**src/hw/fcor_pkg.sv**
```systemverilog
// Package for the flash clock divider and option register block.
// Assumes an APB slave with 32-bit data on a 25 MHz bus clock.
package fcor_pkg;
    localparam logic [11:0] FCOR_DIV_OFFSET  = 12'h000;
    localparam logic [11:0] FCOR_OPT_OFFSET  = 12'h004;
    localparam logic [11:0] FCOR_STAT_OFFSET = 12'h008;
    localparam logic [11:0] FCOR_KEY_OFFSET  = 12'h00c;
    localparam logic [11:0] FCOR_KCTL_OFFSET = 12'h010;
    localparam logic [11:0] FCOR_BLNK_OFFSET = 12'h014;
    localparam logic [11:0] FCOR_MEM_OFFSET  = 12'h100;
    localparam int          FCOR_FLAG_BIT    = 7;
    localparam int          FCOR_PRE_BIT     = 6;
    localparam int          FCOR_BACKDOOR_ENABLE_BIT   = 7;
    localparam int          FCOR_NORED_BIT   = 6;
    localparam logic [7:0]  FCOR_DIV_RESET   = 8'h00;
    localparam logic [7:0]  FCOR_OPT_MASK    = 8'hc3;
    localparam logic [1:0]  FCOR_UNSECURED   = 2'h2;
    localparam logic [2:0]  FCOR_PRESCALE_MAX = 3'h7;
    localparam int          FCOR_KEY_BYTES   = 8;

    typedef struct packed {
        logic       backdoor_enable;
        logic       redirect_disable;
        logic [1:0] lock_state_code;
    } fcor_option_type;

    typedef struct packed {
        logic        psel;
        logic        penable;
        logic        pwrite;
        logic [11:0] paddr;
        logic [31:0] pwdata;
    } fcor_apb_req_type;
endpackage

```
**src/hw/fcor_top.sv**
```systemverilog
// Flash clock divider, option mirror and security gate.
// Assumes an APB master on pclk and a nonvolatile option byte stable at reset release.
//
// Implementation choices: the APB interface to the registers and the placing of the registers.
`timescale 1ns/100ps
`default_nettype none
module fcor_top
    import fcor_pkg::*;
(
    input  wire logic                  pclk,
    input  wire logic                  presetn,
    input  wire fcor_pkg::fcor_apb_req_type apb_req,
    input  wire logic                  psecure,
    input  wire logic [7:0]            option_nonvolatile_byte,
    input  wire logic [63:0]           stored_unlock_key,
    input  wire logic                  op_request,
    input  wire logic                  blank_found,
    output logic [31:0]                prdata,
    output logic                       pready,
    output logic                       pslverr,
    output logic                       nvm_timing_clock,
    output logic                       op_accept,
    output logic                       op_refuse,
    output logic                       redirect_disable,
    output logic                       device_secured
);
    import fcor_pkg::*;

    logic             setup;
    logic             access_q;
    logic             wr_en;
    logic             rd_en;
    logic [11:0]      addr;
    logic             mapped;
    logic             flag_q;
    logic [6:0]       div_q;
    logic             opt_loaded_q;
    fcor_option_type  opt_q;
    logic [2:0]       pre_q;
    logic [5:0]       ratio_q;
    logic             pre_tick;
    logic             key_mode_q;
    logic [3:0]       key_idx_q;
    logic             key_ok_q;
    logic             blank_q;
    logic             blank_s_q;
    logic             blank_s2_q;
    logic             key_ctl_wr;
    logic             key_byte_wr;
    logic             key_byte_ok;
    logic             ratio_wrap;
    logic [7:0]       mem_q;
    logic [7:0]       opt_view;
    logic [31:0]      rdata_d;

    assign setup  = apb_req.psel && !apb_req.penable;
    assign addr   = apb_req.paddr;
    assign wr_en  = apb_req.psel && apb_req.penable && apb_req.pwrite && access_q;
    assign rd_en  = setup && !apb_req.pwrite;

    // Address decode for the seven mapped word offsets.
    always_comb
    begin
        mapped = 1'b0;
        case (addr)
            FCOR_DIV_OFFSET:  mapped = 1'b1;
            FCOR_OPT_OFFSET:  mapped = 1'b1;
            FCOR_STAT_OFFSET: mapped = 1'b1;
            FCOR_KEY_OFFSET:  mapped = 1'b1;
            FCOR_KCTL_OFFSET: mapped = 1'b1;
            FCOR_BLNK_OFFSET: mapped = 1'b1;
            FCOR_MEM_OFFSET:  mapped = 1'b1;
            default:          mapped = 1'b0;
        endcase
    end

    // Key strobes accept only writes from secure firmware.
    assign key_ctl_wr  = wr_en && (addr == FCOR_KCTL_OFFSET) && psecure;
    assign key_byte_wr = wr_en && (addr == FCOR_KEY_OFFSET) && psecure && key_mode_q;
    assign key_byte_ok = (key_idx_q < 4'(FCOR_KEY_BYTES)) &&
                         (apb_req.pwdata[7:0] == stored_unlock_key[key_idx_q[2:0]*8 +: 8]);
    assign ratio_wrap  = ratio_q >= div_q[5:0];

    // Slave answers in the first access cycle.
    always_ff @(posedge pclk or negedge presetn)
    begin
        if (!presetn)
            access_q <= 1'b0;
        else
            access_q <= setup;
    end

    always_ff @(posedge pclk or negedge presetn)
    begin
        if (!presetn)
        begin
            pready <= 1'b0;
        end
        else
        begin
            pready <= setup;
        end
    end

    always_ff @(posedge pclk or negedge presetn)
    begin
        if (!presetn)
        begin
            pslverr <= 1'b0;
        end
        else
        begin
            pslverr <= setup && !mapped;
        end
    end

    // Divider register: flag set by first write, value latched once.
    always_ff @(posedge pclk or negedge presetn)
    begin
        if (!presetn)
        begin
            flag_q <= FCOR_DIV_RESET[FCOR_FLAG_BIT];
            div_q  <= FCOR_DIV_RESET[6:0];
        end
        else if (wr_en && addr == FCOR_DIV_OFFSET && !flag_q)
        begin
            flag_q <= 1'b1;
            div_q  <= apb_req.pwdata[6:0];
        end
    end

    // Option byte is captured in the first clock after reset release.
    always_ff @(posedge pclk or negedge presetn)
    begin
        if (!presetn)
        begin
            opt_loaded_q <= 1'b0;
        end
        else
        begin
            opt_loaded_q <= 1'b1;
        end
    end

    always_ff @(posedge pclk or negedge presetn)
    begin
        if (!presetn)
        begin
            opt_q <= '0;
        end
        else if (!opt_loaded_q)
        begin
            opt_q.backdoor_enable  <= option_nonvolatile_byte[FCOR_BACKDOOR_ENABLE_BIT];
            opt_q.redirect_disable <= option_nonvolatile_byte[FCOR_NORED_BIT];
            opt_q.lock_state_code  <= option_nonvolatile_byte[1:0];
        end
        else if (key_ok_q || blank_q)
        begin
            opt_q.lock_state_code <= FCOR_UNSECURED;
        end
    end

    // Read-only view; unused bits are zero and writes are ignored.
    assign opt_view = {opt_q.backdoor_enable, opt_q.redirect_disable, 4'h0,
                       opt_q.lock_state_code} & FCOR_OPT_MASK;

    // Prescaler and ratio counters produce a one-cycle timing pulse.
    assign pre_tick = !div_q[FCOR_PRE_BIT] || (pre_q == FCOR_PRESCALE_MAX);

    always_ff @(posedge pclk or negedge presetn)
    begin
        if (!presetn)
        begin
            pre_q <= '0;
        end
        else if (div_q[FCOR_PRE_BIT])
        begin
            pre_q <= pre_q + 3'h1;
        end
        else
        begin
            pre_q <= 3'h0;
        end
    end

    always_ff @(posedge pclk or negedge presetn)
    begin
        if (!presetn)
        begin
            ratio_q <= '0;
        end
        else if (pre_tick && ratio_wrap)
        begin
            ratio_q <= 6'h00;
        end
        else if (pre_tick)
        begin
            ratio_q <= ratio_q + 6'h01;
        end
    end

    always_ff @(posedge pclk or negedge presetn)
    begin
        if (!presetn)
        begin
            nvm_timing_clock <= 1'b0;
        end
        else
        begin
            nvm_timing_clock <= pre_tick && ratio_wrap && flag_q;
        end
    end

    // Program and erase requests are gated by the divisor flag.
    always_ff @(posedge pclk or negedge presetn)
    begin
        if (!presetn)
        begin
            op_accept <= 1'b0;
        end
        else
        begin
            op_accept <= op_request && flag_q;
        end
    end

    always_ff @(posedge pclk or negedge presetn)
    begin
        if (!presetn)
        begin
            op_refuse <= 1'b0;
        end
        else
        begin
            op_refuse <= op_request && !flag_q;
        end
    end

    // Backdoor key sequence: eight ordered byte writes from secure firmware.
    always_ff @(posedge pclk or negedge presetn)
    begin
        if (!presetn)
        begin
            key_mode_q <= 1'b0;
        end
        else if (key_ctl_wr)
        begin
            key_mode_q <= apb_req.pwdata[0];
        end
    end

    always_ff @(posedge pclk or negedge presetn)
    begin
        if (!presetn)
        begin
            key_idx_q <= '0;
        end
        else if (key_ctl_wr && apb_req.pwdata[0])
        begin
            key_idx_q <= '0;
        end
        else if (key_byte_wr && key_byte_ok)
        begin
            key_idx_q <= key_idx_q + 4'h1;
        end
        else if (key_byte_wr)
        begin
            key_idx_q <= 4'hf;
        end
    end

    always_ff @(posedge pclk or negedge presetn)
    begin
        if (!presetn)
        begin
            key_ok_q <= 1'b0;
        end
        else
        begin
            key_ok_q <= key_ctl_wr && !apb_req.pwdata[0] && key_mode_q &&
                        opt_q.backdoor_enable &&
                        (key_idx_q == 4'(FCOR_KEY_BYTES));
        end
    end

    // Blank check pulse from the array passes two flip-flops.
    always_ff @(posedge pclk or negedge presetn)
    begin
        if (!presetn)
        begin
            blank_s_q  <= 1'b0;
            blank_s2_q <= 1'b0;
        end
        else
        begin
            blank_s_q  <= blank_found;
            blank_s2_q <= blank_s_q;
        end
    end

    // Software hook for a passed blank check.
    always_ff @(posedge pclk or negedge presetn)
    begin
        if (!presetn)
        begin
            blank_q <= 1'b0;
        end
        else
        begin
            blank_q <= blank_s2_q || (wr_en && addr == FCOR_BLNK_OFFSET && psecure
                       && apb_req.pwdata[0]);
        end
    end

    // Secure memory byte: blocked writes are dropped.
    always_ff @(posedge pclk or negedge presetn)
    begin
        if (!presetn)
            mem_q <= '0;
        else if (wr_en && addr == FCOR_MEM_OFFSET && (psecure || !device_secured))
            mem_q <= apb_req.pwdata[7:0];
    end

    always_ff @(posedge pclk or negedge presetn)
    begin
        if (!presetn)
        begin
            redirect_disable <= 1'b0;
        end
        else
        begin
            redirect_disable <= opt_q.redirect_disable;
        end
    end

    always_ff @(posedge pclk or negedge presetn)
    begin
        if (!presetn)
        begin
            device_secured <= 1'b1;
        end
        else
        begin
            device_secured <= opt_q.lock_state_code != FCOR_UNSECURED;
        end
    end

    always_comb
    begin
        rdata_d = 32'h0000_0000;
        case (addr)
            FCOR_DIV_OFFSET:  rdata_d = {24'h0, flag_q, div_q};
            FCOR_OPT_OFFSET:  rdata_d = {24'h0, opt_view};
            FCOR_STAT_OFFSET: rdata_d = {28'h0, key_mode_q, op_refuse, device_secured, flag_q};
            FCOR_KCTL_OFFSET: rdata_d = {31'h0, key_mode_q};
            FCOR_MEM_OFFSET:  rdata_d = (psecure || !device_secured) ?
                                        {24'h0, mem_q} : 32'h0000_0000;
            default:          rdata_d = 32'h0000_0000;
        endcase
    end

    always_ff @(posedge pclk or negedge presetn)
    begin
        if (!presetn)
            prdata <= '0;
        else if (rd_en)
            prdata <= rdata_d;
    end
endmodule
`default_nettype wire

```
**config.mk**
```make
export PLATFORM = sky130hd
export DESIGN_NAME = fcor_top
export DESIGN_NICKNAME = d
export VERILOG_FILES = /design/src/hw/fcor_pkg.sv /design/src/hw/fcor_top.sv
export SDC_FILE = /design/constraint.sdc
export NUM_CORES = 1
export LEC_CHECK = 0
export ABC_AREA = 1
export CORE_MARGIN = 3
export CORE_UTILIZATION = 40
export DETAILED_ROUTE_END_ITERATION = 16
export DONT_BUFFER_PORTS = 1
export GPL_ROUTABILITY_DRIVEN = 0
export PLACE_DENSITY = 0.52
export RECOVER_POWER = 25
export SYNTH_ARGS = -nofsm -noshare
export SYNTH_HDL_FRONTEND = slang
export SYNTH_SLANG_ARGS = --single-unit
```
**constraint.sdc**
```tcl
create_clock -name pclk -period 2.3 [get_ports pclk]
set_input_delay 0.575 -clock pclk [delete_from_list [all_inputs] [get_ports pclk]]
set_output_delay 0.575 -clock pclk [all_outputs]
set_load 0.01 [all_outputs]
```
==> impl_results.rst <==
.. list-table::
   :header-rows: 1

   * - Metric
     - Value
   * - Result of the run
     - finished clean
   * - Die area
     - 10,370 sq um
   * - Number of synthesized flops with an enable pin
     - 0
   * - Level count of the clock H-tree
     - 2
   * - Dpl hpwl
     - 6793 microns
   * - Number of diodes added for antenna fixing
     - 0
   * - Flops & latches, synth
     - 54
   * - Average wire per cell in the routed design
     - 13.72 microns
   * - Synth Area in Simple Gates
     - 32.29%
   * - Net Switching
     - 0.4342 mW
   * - Launching instance or port of the critical path
     - pready
   * - Critical Path Fanout Max
     - 5
   * - Int Power
     - 1.289 mW
   * - FFs w/ async S/R, synth
     - 100.0%
   * - Die span in x
     - 101.8 microns
   * - Layout cell share with drive strength beyond 1
     - 6.718%
   * - DIE HEIGHT
     - 101.8 microns
   * - Sink count of the clock tree
     - 54
   * - Synthesis-to-layout area growth
     - 1.839%
   * - Number of filler instances in the final layout
     - 937
   * - Number of global-route vias before repair
     - 2,966
   * - Combinational share of power
     - 8.5%
   * - Post-synthesis cell type with the largest combined area
     - sky130_fd_sc_hd__dfrtp_1
   * - Clock latency on the worst-skew pair
     - 0.30 ns
   * - Finished Cell Area
     - 3741 sq um
   * - Maximum buffer depth of the clock tree
     - 2
   * - Antenna violations before repair
     - 0
   * - Synth cell types
     - 43
   * - Flop pwr share
     - 57.2%
   * - Post-synthesis instance area
     - 3674 sq um
   * - Critical path launch point type
     - flip-flop
   * - Area share of the leading cell type in the synthesized netlist
     - 36.10%
   * - Buffer cell driving the clock tree root
     - sky130_fd_sc_hd__clkbuf_8
   * - Final #Nets
     - 655
   * - Ratio of final minimum period to clock period
     - 81.18%
   * - Via-per-instance ratio
     - 4.983
   * - Cells after synthesis
     - 521
   * - Time the worst path needs with I/O delays and setup
     - 1.867 ns
   * - Worst slew margin
     - 12.33%
   * - Crit path required time
     - 2.51 ns
   * - Total power draw
     - 1.723 mW
   * - Path category of the worst min-delay check
     - in -> async
   * - Clock tree from TritonCTS
     - built
   * - Pwr/cell area
     - 460.5 nW/um^2
   * - Sequential area share after synthesis
     - 36.82%
   * - Slew at the pin closest to its max-slew limit
     - 1.315 ns
   * - Largest net degree at the start of global routing
     - 54
   * - Ordered cell list for the critical path
     - nand2_1 -> nor2_2 -> nand3_2 -> nor3_2 -> nand2_1 -> nor2_1 -> nand2_1 -> nor2_4 -> nand3_1 -> nand2_1 -> nand2_1
   * - Max-cap violations
     - 0
   * - Clock share of power
     - 34.2%
   * - Main combinational cell family by area after synthesis
     - simple AND/OR/NAND/NOR gates
   * - Synth Area in Compound Gates
     - 10.22%
   * - Total setup violations reported at the end of the flow
     - 0
   * - I/O pin cnt
     - 163
   * - Launch point of the worst reg-to-reg path
     - pready
   * - Mean area per synthesized cell
     - 7.051 sq um
   * - Cell at the slowest stage of the critical path
     - sky130_fd_sc_hd__dfrtp_1
   * - Setup crit end kind
     - flip-flop
   * - Detailed router's first-iteration violation count
     - 142
   * - Setup TNS after final layout
     - 0 ns
   * - Internal reg-to-reg setup slack
     - 0.43 ns
   * - Mux share of post-synthesis cell area
     - 0.3065%
   * - Post-synthesis share of cell area spent on xor and xnor gates
     - 0.7153%
   * - Via Count
     - 3,134
   * - Worst hold margin
     - 0.1013 ns
   * - Initial core utilization
     - 41.72%
   * - Achievable frequency
     - 0.5356 GHz
   * - Overflow left after global routing
     - 0
   * - Port buffer count
     - 0
   * - Setup repair after global routing missed its margin
     - no
   * - Global-route usage over all layers
     - 17.03%
   * - Sw Share
     - 25.20%
   * - Num rows
     - 34
   * - Leakage component of the power
     - 1.928 nW
   * - Critical Path AT
     - 2.08 ns
   * - Post-DRT Antenna Nets
     - 0
   * - Critical path's most frequent cell
     - sky130_fd_sc_hd__nand2_1
   * - DRC violations left
     - 0
   * - Maximum single-stage delay on the critical path
     - 0.41 ns
   * - Clock skew
     - 0.003921 ns
   * - Core area
     - 8806 sq um
   * - Worst supply voltage drop on vdd
     - 0.3085 mV
   * - Dominant synthesized flop cell
     - sky130_fd_sc_hd__dfrtp_1
   * - Clock transition time at the flip-flop clock pins of the worst setup and hold paths
     - 0.10 ns
   * - Type of the worst setup path
     - reg -> reg
   * - First-pass GRT wire length
     - 14,180 microns
   * - DR pass1 iterations
     - 4
   * - Final number of max-transition violations
     - 0
   * - Synth Area in Adders
     - 3.747%
   * - Count of endpoints failing hold in the final timing report
     - 0
   * - Synth Warn #
     - 0
   * - Number of buffers added by the clock tree synthesis step
     - 5
   * - Cells taking the most area after synthesis
     - sky130_fd_sc_hd__dfrtp_1, sky130_fd_sc_hd__nand2_1, sky130_fd_sc_hd__nand3_1
   * - Placed Instance Area
     - 3631 sq um
   * - Routed WL
     - 8633 microns
   * - Post-CTS setup buffers
     - 0
==> cell type report <==
cell class,count,area (sq um),area share (%)
clock inverter,1,8.758,0.2341
clock buffer,7,96.34,2.575
timing repair buffer,6,42.54,1.137
sequential,54,1353,36.15
inverter,72,275.3,7.358
tap,108,135.1,3.612
multi-input combinational,381,1831,48.93
==> placed cells by master (no fill, tap or decap), types with 9 or more instances in the layout <==
cell                      instances
sky130_fd_sc_hd__ha_1            11
sky130_fd_sc_hd__a21oi_1          9
sky130_fd_sc_hd__nand3_1         51
sky130_fd_sc_hd__nand2_1        144
sky130_fd_sc_hd__dfrtp_1         53
sky130_fd_sc_hd__o21ai_1         14
sky130_fd_sc_hd__inv_1           68
sky130_fd_sc_hd__conb_1          25
sky130_fd_sc_hd__nor2_1          51
sky130_fd_sc_hd__o21ai_0         30
==> worst paths after layout <==
path	depth (start not counted)	end
worst max-delay path	11	key_idx_q[3]
worst min-delay path	0	device_secured
worst max register to register	11	key_idx_q[3]
worst min register to register	0	blank_s2_q
max in group asynchronous	1	key_mode_q
min in group pclk	0	blank_s_q
==> per-stage QoR <==
step           cells  utilization [%]  setup slack, ns
5_1_grt          629            42.48           0.2523
2_1_floorplan    544                -           0.5637
3_5_place_dp     620            41.23           0.2426
3_3_place_gp     620            41.23           0.2792
4_1_cts          629            42.74           0.4315
6_report         629            42.48           0.4329
==> power by group through the flow <==
| stage | combinational, mW | sequential, mW | clock [mW] |
|---|---|---|---|
| after floorplan | 0.137 | 1.00 | 0 |
| after global placement | 0.127 | 1.01 | 0 |
| after detailed placement | 0.128 | 1.01 | 0 |
| after CTS | 0.153 | 0.987 | 0.608 |
| after global routing | 0.173 | 0.989 | 0.654 |
| final | 0.147 | 0.986 | 0.590 |
==> repair_timing <==
action | 4_1_cts | 5_1_grt
hold buffers | 1 | 0
gates resized for setup | 0 | 0
hold endpoints to repair | 53 | 0
endpoints found under the setup margin | 0 | 0
==> kinds of logic after synthesis <==
logic type / Yosys count
compound gates: 68
xor+xnor: 3
fa+ha+maj: 11
other cells: 2
flops: 54
simple gates: 273
mux: 1
buf+inv: 109
==> layer usage <==
layer  vias to the layer above  global-route usage, %  wire, microns
li1                       1602                      -              -
met1                      1377                  23.69           4116
met2                       150                  27.21           3780
met3                         5                  3.345            680
met4                         0                  4.642             56
met5                         -                      0              0
==> cells in the mapped netlist, types with 4 or more instances <==
| library cell | number |
|---|---|
| sky130_fd_sc_hd__inv_1 | 68 |
| sky130_fd_sc_hd__o22ai_1 | 6 |
| sky130_fd_sc_hd__nand3_1 | 51 |
| sky130_fd_sc_hd__a21oi_1 | 9 |
| sky130_fd_sc_hd__nand2_1 | 144 |
| sky130_fd_sc_hd__ha_1 | 11 |
| sky130_fd_sc_hd__dfrtp_1 | 53 |
| sky130_fd_sc_hd__buf_6 | 8 |
| sky130_fd_sc_hd__nor2_1 | 51 |
| sky130_fd_sc_hd__nor3_1 | 5 |
| sky130_fd_sc_hd__o21ai_0 | 30 |
| sky130_fd_sc_hd__nor2_2 | 6 |
| sky130_fd_sc_hd__nand4_1 | 4 |
| sky130_fd_sc_hd__buf_4 | 27 |
| sky130_fd_sc_hd__o21ai_1 | 14 |
==> flip-flops by register name (all words and copies together) (netlist names), 3 cells and up <==
signal     count
mem_q          8
prdata         8
div_q          7
ratio_q        6
key_idx_q      4
opt_q          4
pre_q          3
==> worst max-delay path, delay by kind of cell, from the launching register on <==
| kind | cells | cell delay (ns) |
|---|---|---|
| flops | 1 | 0.41 |
| simple gates | 11 | 1.34 |
(Power assumes the default switching activity.)
